$ cat src/shared/svht_pkg.sv
package svht_pkg;
  localparam int SMP_W = 8;
  localparam int NSRC = 5;
  localparam int SRC_W = 3;
  localparam int TIME_W = 16;
  localparam int CNT_W = 16;
  localparam int CTRL_W = 2;
  localparam int STAT_W = 3;
  localparam int CLK_PERIOD_NS = 10;
  localparam logic [SRC_W-1:0] SRC_CH1 = 3'h1;
  localparam logic [SRC_W-1:0] SRC_CH2 = 3'h2;
  localparam logic [SRC_W-1:0] SRC_CH4 = 3'h4;
  localparam logic [SRC_W-1:0] SRC_EXT = 3'h5;
  localparam logic [7:0] OFF_CTRL = 8'h00;
  localparam logic [7:0] OFF_CLK_SRC = 8'h04;
  localparam logic [7:0] OFF_DATA_SRC = 8'h08;
  localparam logic [7:0] OFF_SETUP = 8'h0C;
  localparam logic [7:0] OFF_HOLD = 8'h10;
  localparam logic [7:0] OFF_HTHR = 8'h14;
  localparam logic [7:0] OFF_LTHR = 8'h18;
  localparam logic [7:0] OFF_STATUS = 8'h1C;
  localparam logic [7:0] OFF_MASK = 8'h20;
  localparam logic [7:0] OFF_LVL_BASE = 8'h40;
  localparam int CTRL_EN_BIT = 0;
  localparam int CTRL_EDGE_BIT = 1;
  localparam int STAT_SETUP = 0;
  localparam int STAT_HOLD = 1;
  localparam int STAT_CMDERR = 2;
  localparam int LVL_SRC_LSB = 8;
  localparam logic [TIME_W-1:0] SETUP_RST = 16'h0014;
  localparam logic [TIME_W-1:0] HOLD_RST = 16'h0014;
  localparam logic [SMP_W-1:0] HTHR_RST = 8'hA0;
  localparam logic [SMP_W-1:0] LTHR_RST = 8'h60;
  localparam logic [SMP_W-1:0] LVL_RST = 8'h80;
  typedef enum logic {SVHT_EDGE_RISE = 1'b0, SVHT_EDGE_FALL = 1'b1} svht_edge_t;
  typedef enum logic [1:0] {
    ST_IDLE  = 2'b00,
    ST_PRIME = 2'b01,
    ST_ARM   = 2'b10,
    ST_HOLD  = 2'b11
  } svht_state_t;
  // least time in ns rounded up to whole clock cycles
  function automatic logic [CNT_W-1:0] ns_to_cyc(input logic [TIME_W-1:0] ns);
    logic [TIME_W:0] sum;
    sum = {1'b0, ns} + (TIME_W+1)'(CLK_PERIOD_NS - 1);
    ns_to_cyc = CNT_W'(sum / (TIME_W+1)'(CLK_PERIOD_NS));
  endfunction
endpackage

$ cat src/shared/svht_mon_if.sv
`timescale 1ns/1ns
`default_nettype none
interface svht_mon_if;
  import svht_pkg::*;
  logic [SMP_W-1:0] clk_sample;
  logic [SMP_W-1:0] data_sample;
  logic [SMP_W-1:0] clk_level;
  logic [SMP_W-1:0] hi_thr;
  logic [SMP_W-1:0] lo_thr;
  logic             clk_above;
  logic             data_valid;
  logic             data_high;
  modport cmp (
    input  clk_sample, data_sample, clk_level, hi_thr, lo_thr,
    output clk_above, data_valid, data_high
  );
  modport chk (input clk_above, data_valid, data_high);
endinterface
`default_nettype wire

$ cat src/verilog/svht_level_cmp.sv
`timescale 1ns/1ns
`default_nettype none
module svht_level_cmp
  import svht_pkg::*;
(
  input  wire logic  i_sys_clk, // system clock
  input  wire logic  i_rst_n,   // async reset, active low
  svht_mon_if.cmp    mon        // samples in, levels out
);
  logic above_reg, above_next;
  logic valid_reg, valid_next;
  logic high_reg, high_next;

  always_comb begin
    above_next = mon.clk_sample > mon.clk_level;
    high_next = mon.data_sample > mon.hi_thr;
    valid_next = high_next || (mon.data_sample < mon.lo_thr);
  end

  always_ff @(posedge i_sys_clk or negedge i_rst_n) begin
    if (!i_rst_n) begin
      above_reg <= 1'b0;
      valid_reg <= 1'b0;
      high_reg <= 1'b0;
    end else begin
      above_reg <= above_next;
      valid_reg <= valid_next;
      high_reg <= high_next;
    end
  end

  assign mon.clk_above = above_reg;
  assign mon.data_valid = valid_reg;
  assign mon.data_high = high_reg;
endmodule
`default_nettype wire

$ cat src/verilog/svht_checker.sv
`timescale 1ns/1ns
`default_nettype none
module svht_checker
  import svht_pkg::*;
(
  input  wire logic             i_sys_clk,    // system clock
  input  wire logic             i_rst_n,      // async reset, active low
  svht_mon_if.chk               mon,          // compared clock and data
  input  wire logic             i_en,         // check enable
  input  wire svht_edge_t       i_edge,       // active clock direction
  input  wire logic [CNT_W-1:0] i_setup_cyc,  // setup window, cycles
  input  wire logic [CNT_W-1:0] i_hold_cyc,   // hold window, cycles
  output logic                  o_setup_viol, // setup violation pulse
  output logic                  o_hold_viol,  // hold violation pulse
  output logic                  o_trig        // trigger event pulse
);
  svht_state_t      st_reg, st_next;
  logic             cprev_reg, dprev_reg;
  logic [CNT_W-1:0] stab_reg, stab_next;
  logic [CNT_W-1:0] hcnt_reg, hcnt_next;
  logic             sv_next, hv_next, sv_reg, hv_reg, trig_reg;
  logic             rise, fall, act, changed;

  always_comb begin
    rise = mon.clk_above & ~cprev_reg;
    fall = ~mon.clk_above & cprev_reg;
    act = (i_edge == SVHT_EDGE_RISE) ? rise : fall;
    changed = ~mon.data_valid | (mon.data_high != dprev_reg);
    stab_next = changed ? '0 : ((&stab_reg) ? stab_reg : stab_reg + 1'b1);
    st_next = st_reg;
    hcnt_next = hcnt_reg;
    sv_next = 1'b0;
    hv_next = 1'b0;
    case (st_reg)
      ST_IDLE: if (i_en) st_next = ST_PRIME;
      ST_PRIME: if (rise | fall) st_next = ST_ARM;
      ST_ARM: if (act) begin
        if (stab_reg < i_setup_cyc) begin
          sv_next = 1'b1;
        end else if (i_hold_cyc != '0) begin
          st_next = ST_HOLD;
          hcnt_next = '0;
        end
      end
      ST_HOLD: begin
        if (changed) begin
          hv_next = 1'b1;
          st_next = ST_ARM;
        end else begin
          hcnt_next = hcnt_reg + 1'b1;
          if (hcnt_next >= i_hold_cyc) st_next = ST_ARM;
        end
      end
      default: st_next = ST_IDLE;
    endcase
    if (!i_en) begin
      st_next = ST_IDLE;
      sv_next = 1'b0;
      hv_next = 1'b0;
    end
  end

  always_ff @(posedge i_sys_clk or negedge i_rst_n) begin
    if (!i_rst_n) begin
      st_reg <= ST_IDLE;
      cprev_reg <= 1'b0;
      dprev_reg <= 1'b0;
      stab_reg <= '0;
      hcnt_reg <= '0;
      sv_reg <= 1'b0;
      hv_reg <= 1'b0;
      trig_reg <= 1'b0;
    end else begin
      st_reg <= st_next;
      cprev_reg <= mon.clk_above;
      dprev_reg <= mon.data_high;
      stab_reg <= stab_next;
      hcnt_reg <= hcnt_next;
      sv_reg <= sv_next;
      hv_reg <= hv_next;
      trig_reg <= sv_next | hv_next;
    end
  end

  assign o_setup_viol = sv_reg;
  assign o_hold_viol = hv_reg;
  assign o_trig = trig_reg;
endmodule
`default_nettype wire

$ cat src/verilog/svht_top.sv
// The APB interface to the registers and the address map are this design's own decisions.
`timescale 1ns/1ns
`default_nettype none
module svht_top
  import svht_pkg::*;
#(
  parameter bit TWO_CH_MODEL = 1'b0
) (
  input  wire logic                  i_sys_clk,   // 100 MHz clock
  input  wire logic                  i_rst_n,     // async reset, active low
  input  wire logic                  i_psel,      // apb select
  input  wire logic                  i_penable,   // apb enable
  input  wire logic                  i_pwrite,    // apb write
  input  wire logic [7:0]            i_paddr,     // apb byte address
  input  wire logic [31:0]           i_pwdata,    // apb write data
  output logic      [31:0]           o_prdata,    // apb read data
  output logic                       o_pready,    // apb ready
  output logic                       o_pslverr,   // apb error
  input  wire logic [NSRC*SMP_W-1:0] i_chan_smp,  // sampled probe codes
  output logic                       o_trig,      // trigger event pulse
  output logic                       o_setup_viol, // setup violation pulse
  output logic                       o_hold_viol, // hold violation pulse
  output logic                       o_irq        // interrupt level
);
  localparam int LVL_IW = 3;

  function automatic logic src_ok(input logic [SRC_W-1:0] c);
    if (c == SRC_EXT) src_ok = TWO_CH_MODEL;
    else src_ok = (c >= SRC_CH1) && (c <= (TWO_CH_MODEL ? SRC_CH2 : SRC_CH4));
  endfunction

  function automatic logic [LVL_IW-1:0] src_idx(input logic [SRC_W-1:0] c);
    src_idx = LVL_IW'(c - SRC_CH1);
  endfunction

  function automatic logic lvl_hit(input logic [7:0] a);
    lvl_hit = (a >= OFF_LVL_BASE) && (a < OFF_LVL_BASE + 8'(4 * NSRC)) && (a[1:0] == 2'h0);
  endfunction

  logic [NSRC*SMP_W-1:0] smp_s1_reg, smp_s2_reg;

  // two-stage synchroniser for the probe sample codes
  always_ff @(posedge i_sys_clk or negedge i_rst_n) begin
    if (!i_rst_n) begin
      smp_s1_reg <= '0;
      smp_s2_reg <= '0;
    end else begin
      smp_s1_reg <= i_chan_smp;
      smp_s2_reg <= smp_s1_reg;
    end
  end

  logic [CTRL_W-1:0] ctrl_reg, ctrl_next;
  logic [SRC_W-1:0]  csrc_reg, csrc_next;
  logic [SRC_W-1:0]  dsrc_reg, dsrc_next;
  logic [TIME_W-1:0] setup_reg, setup_next;
  logic [TIME_W-1:0] hold_reg, hold_next;
  logic [SMP_W-1:0]  hthr_reg, hthr_next;
  logic [SMP_W-1:0]  lthr_reg, lthr_next;
  logic [SMP_W-1:0]  lvl_reg [NSRC];
  logic [SMP_W-1:0]  lvl_next [NSRC];
  logic [STAT_W-1:0] stat_reg, stat_next;
  logic [STAT_W-1:0] mask_reg, mask_next;
  logic [31:0]       rd_reg, rd_next;
  logic              setup_ph, acc_ph, wr_acc, mapped, bad_src;
  logic [LVL_IW-1:0] lvl_i;
  logic              sv, hv, trig;

  always_comb begin
    setup_ph = i_psel & ~i_penable;
    acc_ph = i_psel & i_penable;
    wr_acc = acc_ph & i_pwrite;
    lvl_i = LVL_IW'((i_paddr - OFF_LVL_BASE) >> 2);
    case (i_paddr)
      OFF_CTRL, OFF_CLK_SRC, OFF_DATA_SRC, OFF_SETUP, OFF_HOLD,
      OFF_HTHR, OFF_LTHR, OFF_STATUS, OFF_MASK: mapped = 1'b1;
      default: mapped = lvl_hit(i_paddr);
    endcase
    bad_src = i_pwrite && (i_paddr == OFF_CLK_SRC || i_paddr == OFF_DATA_SRC)
              && !src_ok(i_pwdata[SRC_W-1:0]);
  end

  // register writes take effect in the access phase
  always_comb begin
    ctrl_next = ctrl_reg;
    csrc_next = csrc_reg;
    dsrc_next = dsrc_reg;
    setup_next = setup_reg;
    hold_next = hold_reg;
    hthr_next = hthr_reg;
    lthr_next = lthr_reg;
    mask_next = mask_reg;
    for (int k = 0; k < NSRC; k++) lvl_next[k] = lvl_reg[k];
    if (wr_acc && !bad_src) begin
      case (i_paddr)
        OFF_CTRL: ctrl_next = i_pwdata[CTRL_W-1:0];
        OFF_CLK_SRC: csrc_next = i_pwdata[SRC_W-1:0];
        OFF_DATA_SRC: dsrc_next = i_pwdata[SRC_W-1:0];
        OFF_SETUP: setup_next = i_pwdata[TIME_W-1:0];
        OFF_HOLD: hold_next = i_pwdata[TIME_W-1:0];
        OFF_HTHR: hthr_next = i_pwdata[SMP_W-1:0];
        OFF_LTHR: lthr_next = i_pwdata[SMP_W-1:0];
        OFF_MASK: mask_next = i_pwdata[STAT_W-1:0];
        default: if (lvl_hit(i_paddr)) lvl_next[lvl_i] = i_pwdata[SMP_W-1:0];
      endcase
    end
    // sticky status: a new event wins over a write-one clear
    stat_next = stat_reg;
    if (wr_acc && i_paddr == OFF_STATUS) stat_next = stat_reg & ~i_pwdata[STAT_W-1:0];
    stat_next[STAT_SETUP] = stat_next[STAT_SETUP] | sv;
    stat_next[STAT_HOLD] = stat_next[STAT_HOLD] | hv;
    stat_next[STAT_CMDERR] = stat_next[STAT_CMDERR] | (acc_ph & bad_src);
  end

  // read data is latched in the setup phase, valid through the access phase
  always_comb begin
    rd_next = rd_reg;
    if (setup_ph && !i_pwrite) begin
      rd_next = '0;
      case (i_paddr)
        OFF_CTRL: rd_next[CTRL_W-1:0] = ctrl_reg;
        OFF_CLK_SRC: rd_next[SRC_W-1:0] = csrc_reg;
        OFF_DATA_SRC: rd_next[SRC_W-1:0] = dsrc_reg;
        OFF_SETUP: rd_next[TIME_W-1:0] = setup_reg;
        OFF_HOLD: rd_next[TIME_W-1:0] = hold_reg;
        OFF_HTHR: rd_next[SMP_W-1:0] = hthr_reg;
        OFF_LTHR: rd_next[SMP_W-1:0] = lthr_reg;
        OFF_STATUS: rd_next[STAT_W-1:0] = stat_reg;
        OFF_MASK: rd_next[STAT_W-1:0] = mask_reg;
        default: if (lvl_hit(i_paddr)) begin
          rd_next[SMP_W-1:0] = lvl_reg[lvl_i];
          rd_next[LVL_SRC_LSB +: SRC_W] = SRC_W'(lvl_i) + SRC_CH1;
        end
      endcase
    end
  end

  always_ff @(posedge i_sys_clk or negedge i_rst_n) begin
    if (!i_rst_n) begin
      ctrl_reg <= '0;
      csrc_reg <= SRC_CH1;
      dsrc_reg <= SRC_CH2;
      setup_reg <= SETUP_RST;
      hold_reg <= HOLD_RST;
      hthr_reg <= HTHR_RST;
      lthr_reg <= LTHR_RST;
      stat_reg <= '0;
      mask_reg <= '0;
      rd_reg <= '0;
      for (int k = 0; k < NSRC; k++) lvl_reg[k] <= LVL_RST;
    end else begin
      ctrl_reg <= ctrl_next;
      csrc_reg <= csrc_next;
      dsrc_reg <= dsrc_next;
      setup_reg <= setup_next;
      hold_reg <= hold_next;
      hthr_reg <= hthr_next;
      lthr_reg <= lthr_next;
      stat_reg <= stat_next;
      mask_reg <= mask_next;
      rd_reg <= rd_next;
      for (int k = 0; k < NSRC; k++) lvl_reg[k] <= lvl_next[k];
    end
  end

  assign o_prdata = rd_reg;
  assign o_pready = 1'b1;
  assign o_pslverr = acc_ph & (~mapped | bad_src);
  assign o_irq = |(stat_reg & mask_reg);

  svht_mon_if mon ();

  // source routing into the comparators
  assign mon.clk_sample = smp_s2_reg[src_idx(csrc_reg)*SMP_W +: SMP_W];
  assign mon.clk_level = lvl_reg[src_idx(csrc_reg)];
  assign mon.data_sample = smp_s2_reg[src_idx(dsrc_reg)*SMP_W +: SMP_W];
  assign mon.hi_thr = hthr_reg;
  assign mon.lo_thr = lthr_reg;

  svht_level_cmp u_cmp (
    .i_sys_clk (i_sys_clk),
    .i_rst_n   (i_rst_n),
    .mon       (mon)
  );

  svht_checker u_chk (
    .i_sys_clk    (i_sys_clk),
    .i_rst_n      (i_rst_n),
    .mon          (mon),
    .i_en         (ctrl_reg[CTRL_EN_BIT]),
    .i_edge       (svht_edge_t'(ctrl_reg[CTRL_EDGE_BIT])),
    .i_setup_cyc  (ns_to_cyc(setup_reg)),
    .i_hold_cyc   (ns_to_cyc(hold_reg)),
    .o_setup_viol (sv),
    .o_hold_viol  (hv),
    .o_trig       (trig)
  );

  assign o_setup_viol = sv;
  assign o_hold_viol = hv;
  assign o_trig = trig;
endmodule
`default_nettype wire

$ cat config.mk
export PLATFORM = sky130hd
export DESIGN_NAME = svht_top
export DESIGN_NICKNAME = d
export VERILOG_FILES = /design/src/shared/svht_pkg.sv /design/src/shared/svht_mon_if.sv /design/src/verilog/svht_level_cmp.sv /design/src/verilog/svht_checker.sv /design/src/verilog/svht_top.sv
export SDC_FILE = /design/constraint.sdc
export NUM_CORES = 1
export LEC_CHECK = 0
export ABC_AREA = 1
export BUFFER_PORTS_ARGS = -buffer_cell sky130_fd_sc_hd__buf_2
export CAP_MARGIN = 25
export CORE_MARGIN = 5
export CORE_UTILIZATION = 50
export CTS_CLUSTER_DIAMETER = 150
export DETAILED_ROUTE_END_ITERATION = 12
export GPL_ROUTABILITY_DRIVEN = 0
export PLACE_DENSITY = 0.69
export RECOVER_POWER = 50
export SETUP_SLACK_MARGIN = 0.3
export SYNTH_ARGS = -nofsm -noshare
export SYNTH_HDL_FRONTEND = slang
export SYNTH_SLANG_ARGS = --single-unit
$ cat constraint.sdc
create_clock -name i_sys_clk -period 23.3 [get_ports i_sys_clk]
set_input_delay 2.33 -clock i_sys_clk [delete_from_list [all_inputs] [get_ports i_sys_clk]]
set_output_delay 2.33 -clock i_sys_clk [all_outputs]
set_load 0.05 [all_outputs]
# Word-level counts from Yosys, hierarchy flattened
# Index checks and enable logic that the tools add are counted.
dict set report word_totals {
  output_inout_bits 38
  elab_cells 177
  ff_bits 240
  in_bits 85
}
dict set report classes {
  bitwise_logic 25
  muxes 41
  n_reduce_logical 36
  magnitude_cmp 12
  addsub 8
  div_mod_pow 2
  n_shift 2
  n_eq_ne 23
}
# op count
set ops {}
lappend ops {{$mux W16} 6}
lappend ops {{$shiftx A40 B7 Y8} 2}
lappend ops {{$bmux W8 S3} 2}
lappend ops {{$bwmux W40} 1}
lappend ops {{$mux W8} 5}
lappend ops {{$add A16 B4 Y17 const B} 2}
lappend ops {{$div A17 B4 Y17 const B} 2}
lappend ops {{$add A16 B1 Y16 const B} 2}
lappend ops {{$eq A8 B5 Y1 const B} 4}
lappend ops {{$pmux W16 S2} 1}
lappend ops {{$pmux W5 S5} 1}
lappend ops {{$demux W8 S3} 1}
lappend ops {{$pmux W2 S9} 1}
lappend ops {{$eq A8 B4 Y1 const B} 2}
lappend ops {{$ge A16 B16 Y1} 1}
lappend ops {{$gt A8 B8 Y1} 2}
lappend ops {{$lt A16 B16 Y1} 1}
lappend ops {{$reduce_and A16 Y1} 1}
lappend ops {{$reduce_and A2 Y1} 8}
lappend ops {{$reduce_bool A16 Y1} 1}
lappend ops {{$mux W2} 7}
lappend ops {{$mux W11} 1}
lappend ops {{$mux W1} 10}
lappend ops {{$pmux W5 S2} 1}
lappend ops {{other kinds (44)} 84}

# Longest topological paths before layout
dict set report depth {
  ltp_word 8
  mapped_depth 89
  ltp_nobuf 89
}

# Cells and area by module
# A second synthesis with hierarchy kept.
dict set report hier_totals {
  cells_unflattened 2015
  area_unflattened_um2 15351.0
}
# mod cells_per_inst n_inst area_per_inst_um2 seq_area_each_um2
set by_module_without_submodules {}
lappend by_module_without_submodules {svht_top 1487 1 11529.8 4973.5}
lappend by_module_without_submodules {svht_checker 422 1 3131.8 975.9}
lappend by_module_without_submodules {svht_level_cmp 106 1 689.4 75.1}

# Worst setup path after synthesis
# OpenSTA, ideal clock, no wires.
dict set report synth_timing {
  path_type {register to register}
  from {register hold_reg[0]}
  to {register u_chk.st_reg[0]}
  path_buffers 0
  setup_ps 87
  required_time_ps 23213
  period_less_slack_ps 7285
  slack_ps 16015
  arrival_ps 7198
  path_stages_with_launch 78
  path_cell_list {dfrtp_1 ha_1 nand2_1 nand2_2 nand2_2 nor3_4 nand3_2 nor2_4 xor2_4 nand3_1 nand2_2 o21ai_2 nand2_1 nand3_1 nand2_2 nand2_2 nand2_1 nand3_2 [... 42 more ...] nand2_1 nand3_2 ha_1 inv_1 a21boi_0 o21a_1 o21a_1 o211ai_1 a21boi_0 o21ai_0 nand2_1 a21oi_1 nor2_1 a211oi_1 o2111ai_1 o21ai_0 inv_1 a22oi_1}
}
dict set report synth_between {
  elab_chain_cells 5
  word_cells_on_any_way 7
  cone_classes {add/sub: 1; div: 1; order compare: 1; eq/ne: 2; reduce/logical: 2}
}
# element line_no
set synth_lines {}
lappend synth_lines {{start, declared} svht_top.sv:57} ;# logic [TIME_W-1:0] hold_reg, hold_next;
lappend synth_lines {{start signal, assigned} svht_top.sv:156} ;# hold_reg <= hold_next;
lappend synth_lines {{$add A16 B4 Y17 *} svht_pkg.sv:45} ;# sum = {1'b0, ns} + (TIME_W+1)'(CLK_PERIOD_NS - 1);
lappend synth_lines {{$div A17 B4 Y17 *} svht_pkg.sv:46} ;# ns_to_cyc = CNT_W'(sum / (TIME_W+1)'(CLK_PERIOD_NS));
lappend synth_lines {{$ge A16 B16 Y1 / $reduce_bool A16 Y1 (equally long branches)} {svht_checker.sv:51, svht_checker.sv:40}}
lappend synth_lines {{$ne A4 B2 Y1 (no line) / $ne A3 B2 Y1 (equally long branches)} --}
lappend synth_lines {{$reduce_and A5 Y1 (no line) *} --}
lappend synth_lines {{end signal, assigned} svht_checker.sv:74} ;# st_reg <= st_next;
lappend synth_lines {{end, declared} svht_checker.sv:17} ;# svht_state_t st_reg, st_next;
# Every way passes the cells marked *; elsewhere a longest branch is shown, timed or not.
# A chain may end at the register's enable or synchronous reset.

==> flow_summary.json <==
{
  "hold_buffers": 0,
  "grt_setup_unrepaired": "no",
  "violations": "capacitance limit, slew limit",
  "final_util_pct": 55.9,
  "reg2regPathDepth": 83,
  "avgViaCountPerCell": 5.37,
  "synth_cell_types": 60,
  "critPathMaxStageDelay_ps": 3820,
  "antenna_cells": 0,
  "via_count": 13223,
  "rr_endpoint": "u_chk.st_reg[0]",
  "required_ps": 23030,
  "tightest_slew_ps": 5580,
  "ys_async_sr_fraction_pct": 100,
  "clock_path_buffers": 3,
  "grt_max_degree": 109,
  "worstSkewPairLatency_ps": 540,
  "hold_start": "smp_s1_reg[12]",
  "syn_avg_cell_area_um2": 7.47,
  "drc_errors": 0,
  "tritoncts": "done",
  "arrival_ps": 9610,
  "hold-path-endpoint": "smp_s2_reg[12]",
  "dr.pass1.iters": 6,
  "critical_path.top_delay_family": "buffers and inverters",
  "die_y_um": 182,
  "start_util_pct": 50.3,
  "ys_seq_area_share_pct": 40.7,
  "hold_class": "register to register",
  "io_pins": 123,
  "end_kind": "asynchronous set/reset pin",
  "grt_overflow": 0,
  "ir_drop_mv": 0.0607,
  "root_buffer": "clkbuf_16",
  "crit_top_cell": "clkbuf_1",
  "dieArea_um2": 33100,
  "setup_tns_ps": 0,
  "fin_crit_ps": 9880,
  "max_cap_violations": 2,
  "worstSetupPathType": "primary input to asynchronous set/reset pin",
  "fmax_mhz": 101,
  "core_area_um2": 29400,
  "worstPathMaxFanout": 108,
  "cp_slowest_cell": "clkbuf_1",
  "final_hold_viol_count": 0,
  "synth_flop_cell": "dfrtp_1",
  "rrSetupSlack_ps": 14820,
  "drtIter0Drc": 1117,
  "p_per_area_nw_per_um2": 68.7,
  "die_w_um": 182,
  "routed_wl_mm": 37.5,
  "antenna_found_initial": 0,
  "post-cts-setup-buffers": 0,
  "post_cts_resized": 0,
  "clkSlewWorstSetupHoldPaths_ps": 60,
  "yosys_warnings": 0,
  "pre_cts_ws_ps": 14880,
  "num-fill-cells": 2739,
  "portBuffers": 89,
  "fin_ws_ps": 13420,
  "drv_slew": 181,
  "layout-drive-gt1-share_pct": 14.0,
  "dp_hpwl_mm": 27.7,
  "clock_skew_ps": 17.2,
  "clkSinkCount": 240,
  "fin_nets": 2203,
  "setup_violations": 0,
  "min_period_over_period_pct": 42.4,
  "ys_ff_latch": 240,
  "r2r-start": "hold_reg[2]",
  "synth_edf_count": 0,
  "grt_pass1_wl_mm": 61.7,
  "status": "finished, violations left",
  "row_count": 63,
  "whs_path_depth": 0,
  "areaGrowthSynthToFinish_pct": 11.1,
  "relSlewSlack_pct": -272,
  "synth_cells": 1980,
  "cts_buffers": 26,
  "crit_path_start_kind": "primary input",
  "track_usage_pct": 22.4,
  "power.leakage_uw": 0.00824,
  "cp_cell_sequence": "clkbuf_1 > clkbuf_1 > clkbuf_1",
  "grt_pass1_vias": 12560,
  "ant_nets": 0,
  "cts_max_level": 1,
  "routedWlPerCell_um": 15.2,
  "critPathBufInv": 3,
  "netlist_area_um2": 14800
}
synth_stat cells, drive strengths merged, types with 3 or more instances:
cell type,number,area (µm²)
or2,4,25.0
a21oi,73,369
a221oi,3,26.3
nand3,176,921
nand4,31,194
ha,65,813
o21a,7,52.6
nor3,25,136
inv,296,1110
xnor2,5,43.8
o21ai,209,1050
nand2,585,2420
buf,23,175
o2111ai,5,43.8
dfrtp,225,5630
clkbuf,45,203
nor2,77,309
clkinv,3,11.3
o221ai,6,52.6
xor2,32,299
dfstp,15,394
a21o,7,52.6
nor4,5,31.3
mux2i,3,30.0
o211ai,9,67.6
o22ai,12,75.1
a211oi,7,52.6
a31oi,7,43.8
layer usage:
| layer | global-route usage [%] | share of wire (%) | vias up |
|---|---|---|---|
| li1 | - | - | 6570 |
| met1 | 29.9 | 44 | 6164 |
| met2 | 36.8 | 47 | 407 |
| met3 | 3.59 | 6.1 | 82 |
| met4 | 8.41 | 3.6 | 0 |
| met5 | 0 | 0 | - |
final cells by class:
cell class	count	area, µm²	area share (%)
Clock buffer	33	728	4.43
Clock inverter	14	213	1.29
Inverter	299	1120	6.83
Multi-Input combinational cell	1388	7340	44.7
Sequential cell	240	6020	36.7
Tap cell	390	488	2.97
Timing Repair Buffer	98	517	3.14
worst max path at each step:
stage | startpoint | endpoint | slack, ps | depth (start not counted)
2_1_floorplan | hold_reg[0] | u_chk.st_reg[0] | 16020 | 77
3_3_place_gp | hold_reg[0] | u_chk.st_reg[0] | 15080 | 83
3_5_place_dp | hold_reg[2] | u_chk.st_reg[0] | 14880 | 79
4_1_cts | hold_reg[2] | u_chk.st_reg[0] | 14840 | 79
5_1_grt | i_rst_n | lvl_reg[3] | 11400 | 3
6_report | i_rst_n | lvl_reg[28] | 13420 | 3
logic make-up after synthesis:
group / count (synthesis) / synth area share [%]
other: 2 / 0.0508
and+or+nand+nor: 907 / 27.5
DFF: 240 / 40.7
adders and majority gates: 65 / 5.50
muxes: 3 / 0.203
AOI/OAI and AO/OA: 359 / 13.6
xor gates and xnor gates: 37 / 2.32
buffers and inverters: 367 / 10.1
where the power goes:
group          leakage [µW]  switching [µW]  total [µW]  internal, µW
logic               0.00471             164         240          75.2
clock network      0.000449             173         450           277
registers           0.00308            8.56         440           432
cells in the final DEF, fill, tap and decap left out, types with 39 or more instances in the layout:
master and instances:
ha_1 65, nor2_1 71, a21oi_1 72, dfrtp_1 225
o21ai_0 202, buf_2 88, nand3_1 168, inv_1 257
nand2_1 510, nand2_2 68, inv_2 39
stage by stage:
| stage | cells | hold slack, ps | total power (µW) | area [µm²] |
|---|---|---|---|---|
| 6_report | 2462 | 344 | 1130 | 16400 |
| 5_1_grt | 2462 | 351 | 1190 | 16400 |
| 4_1_cts | 2460 | 346 | 1140 | 16400 |
| 3_5_place_dp | 2413 | 335 | 687 | 15500 |
| 3_3_place_gp | 2412 | 335 | 679 | 15500 |
| 2_1_floorplan | 1995 | 331 | 627 | 14900 |
No activity file was read; power rests on OpenSTA's default activity.
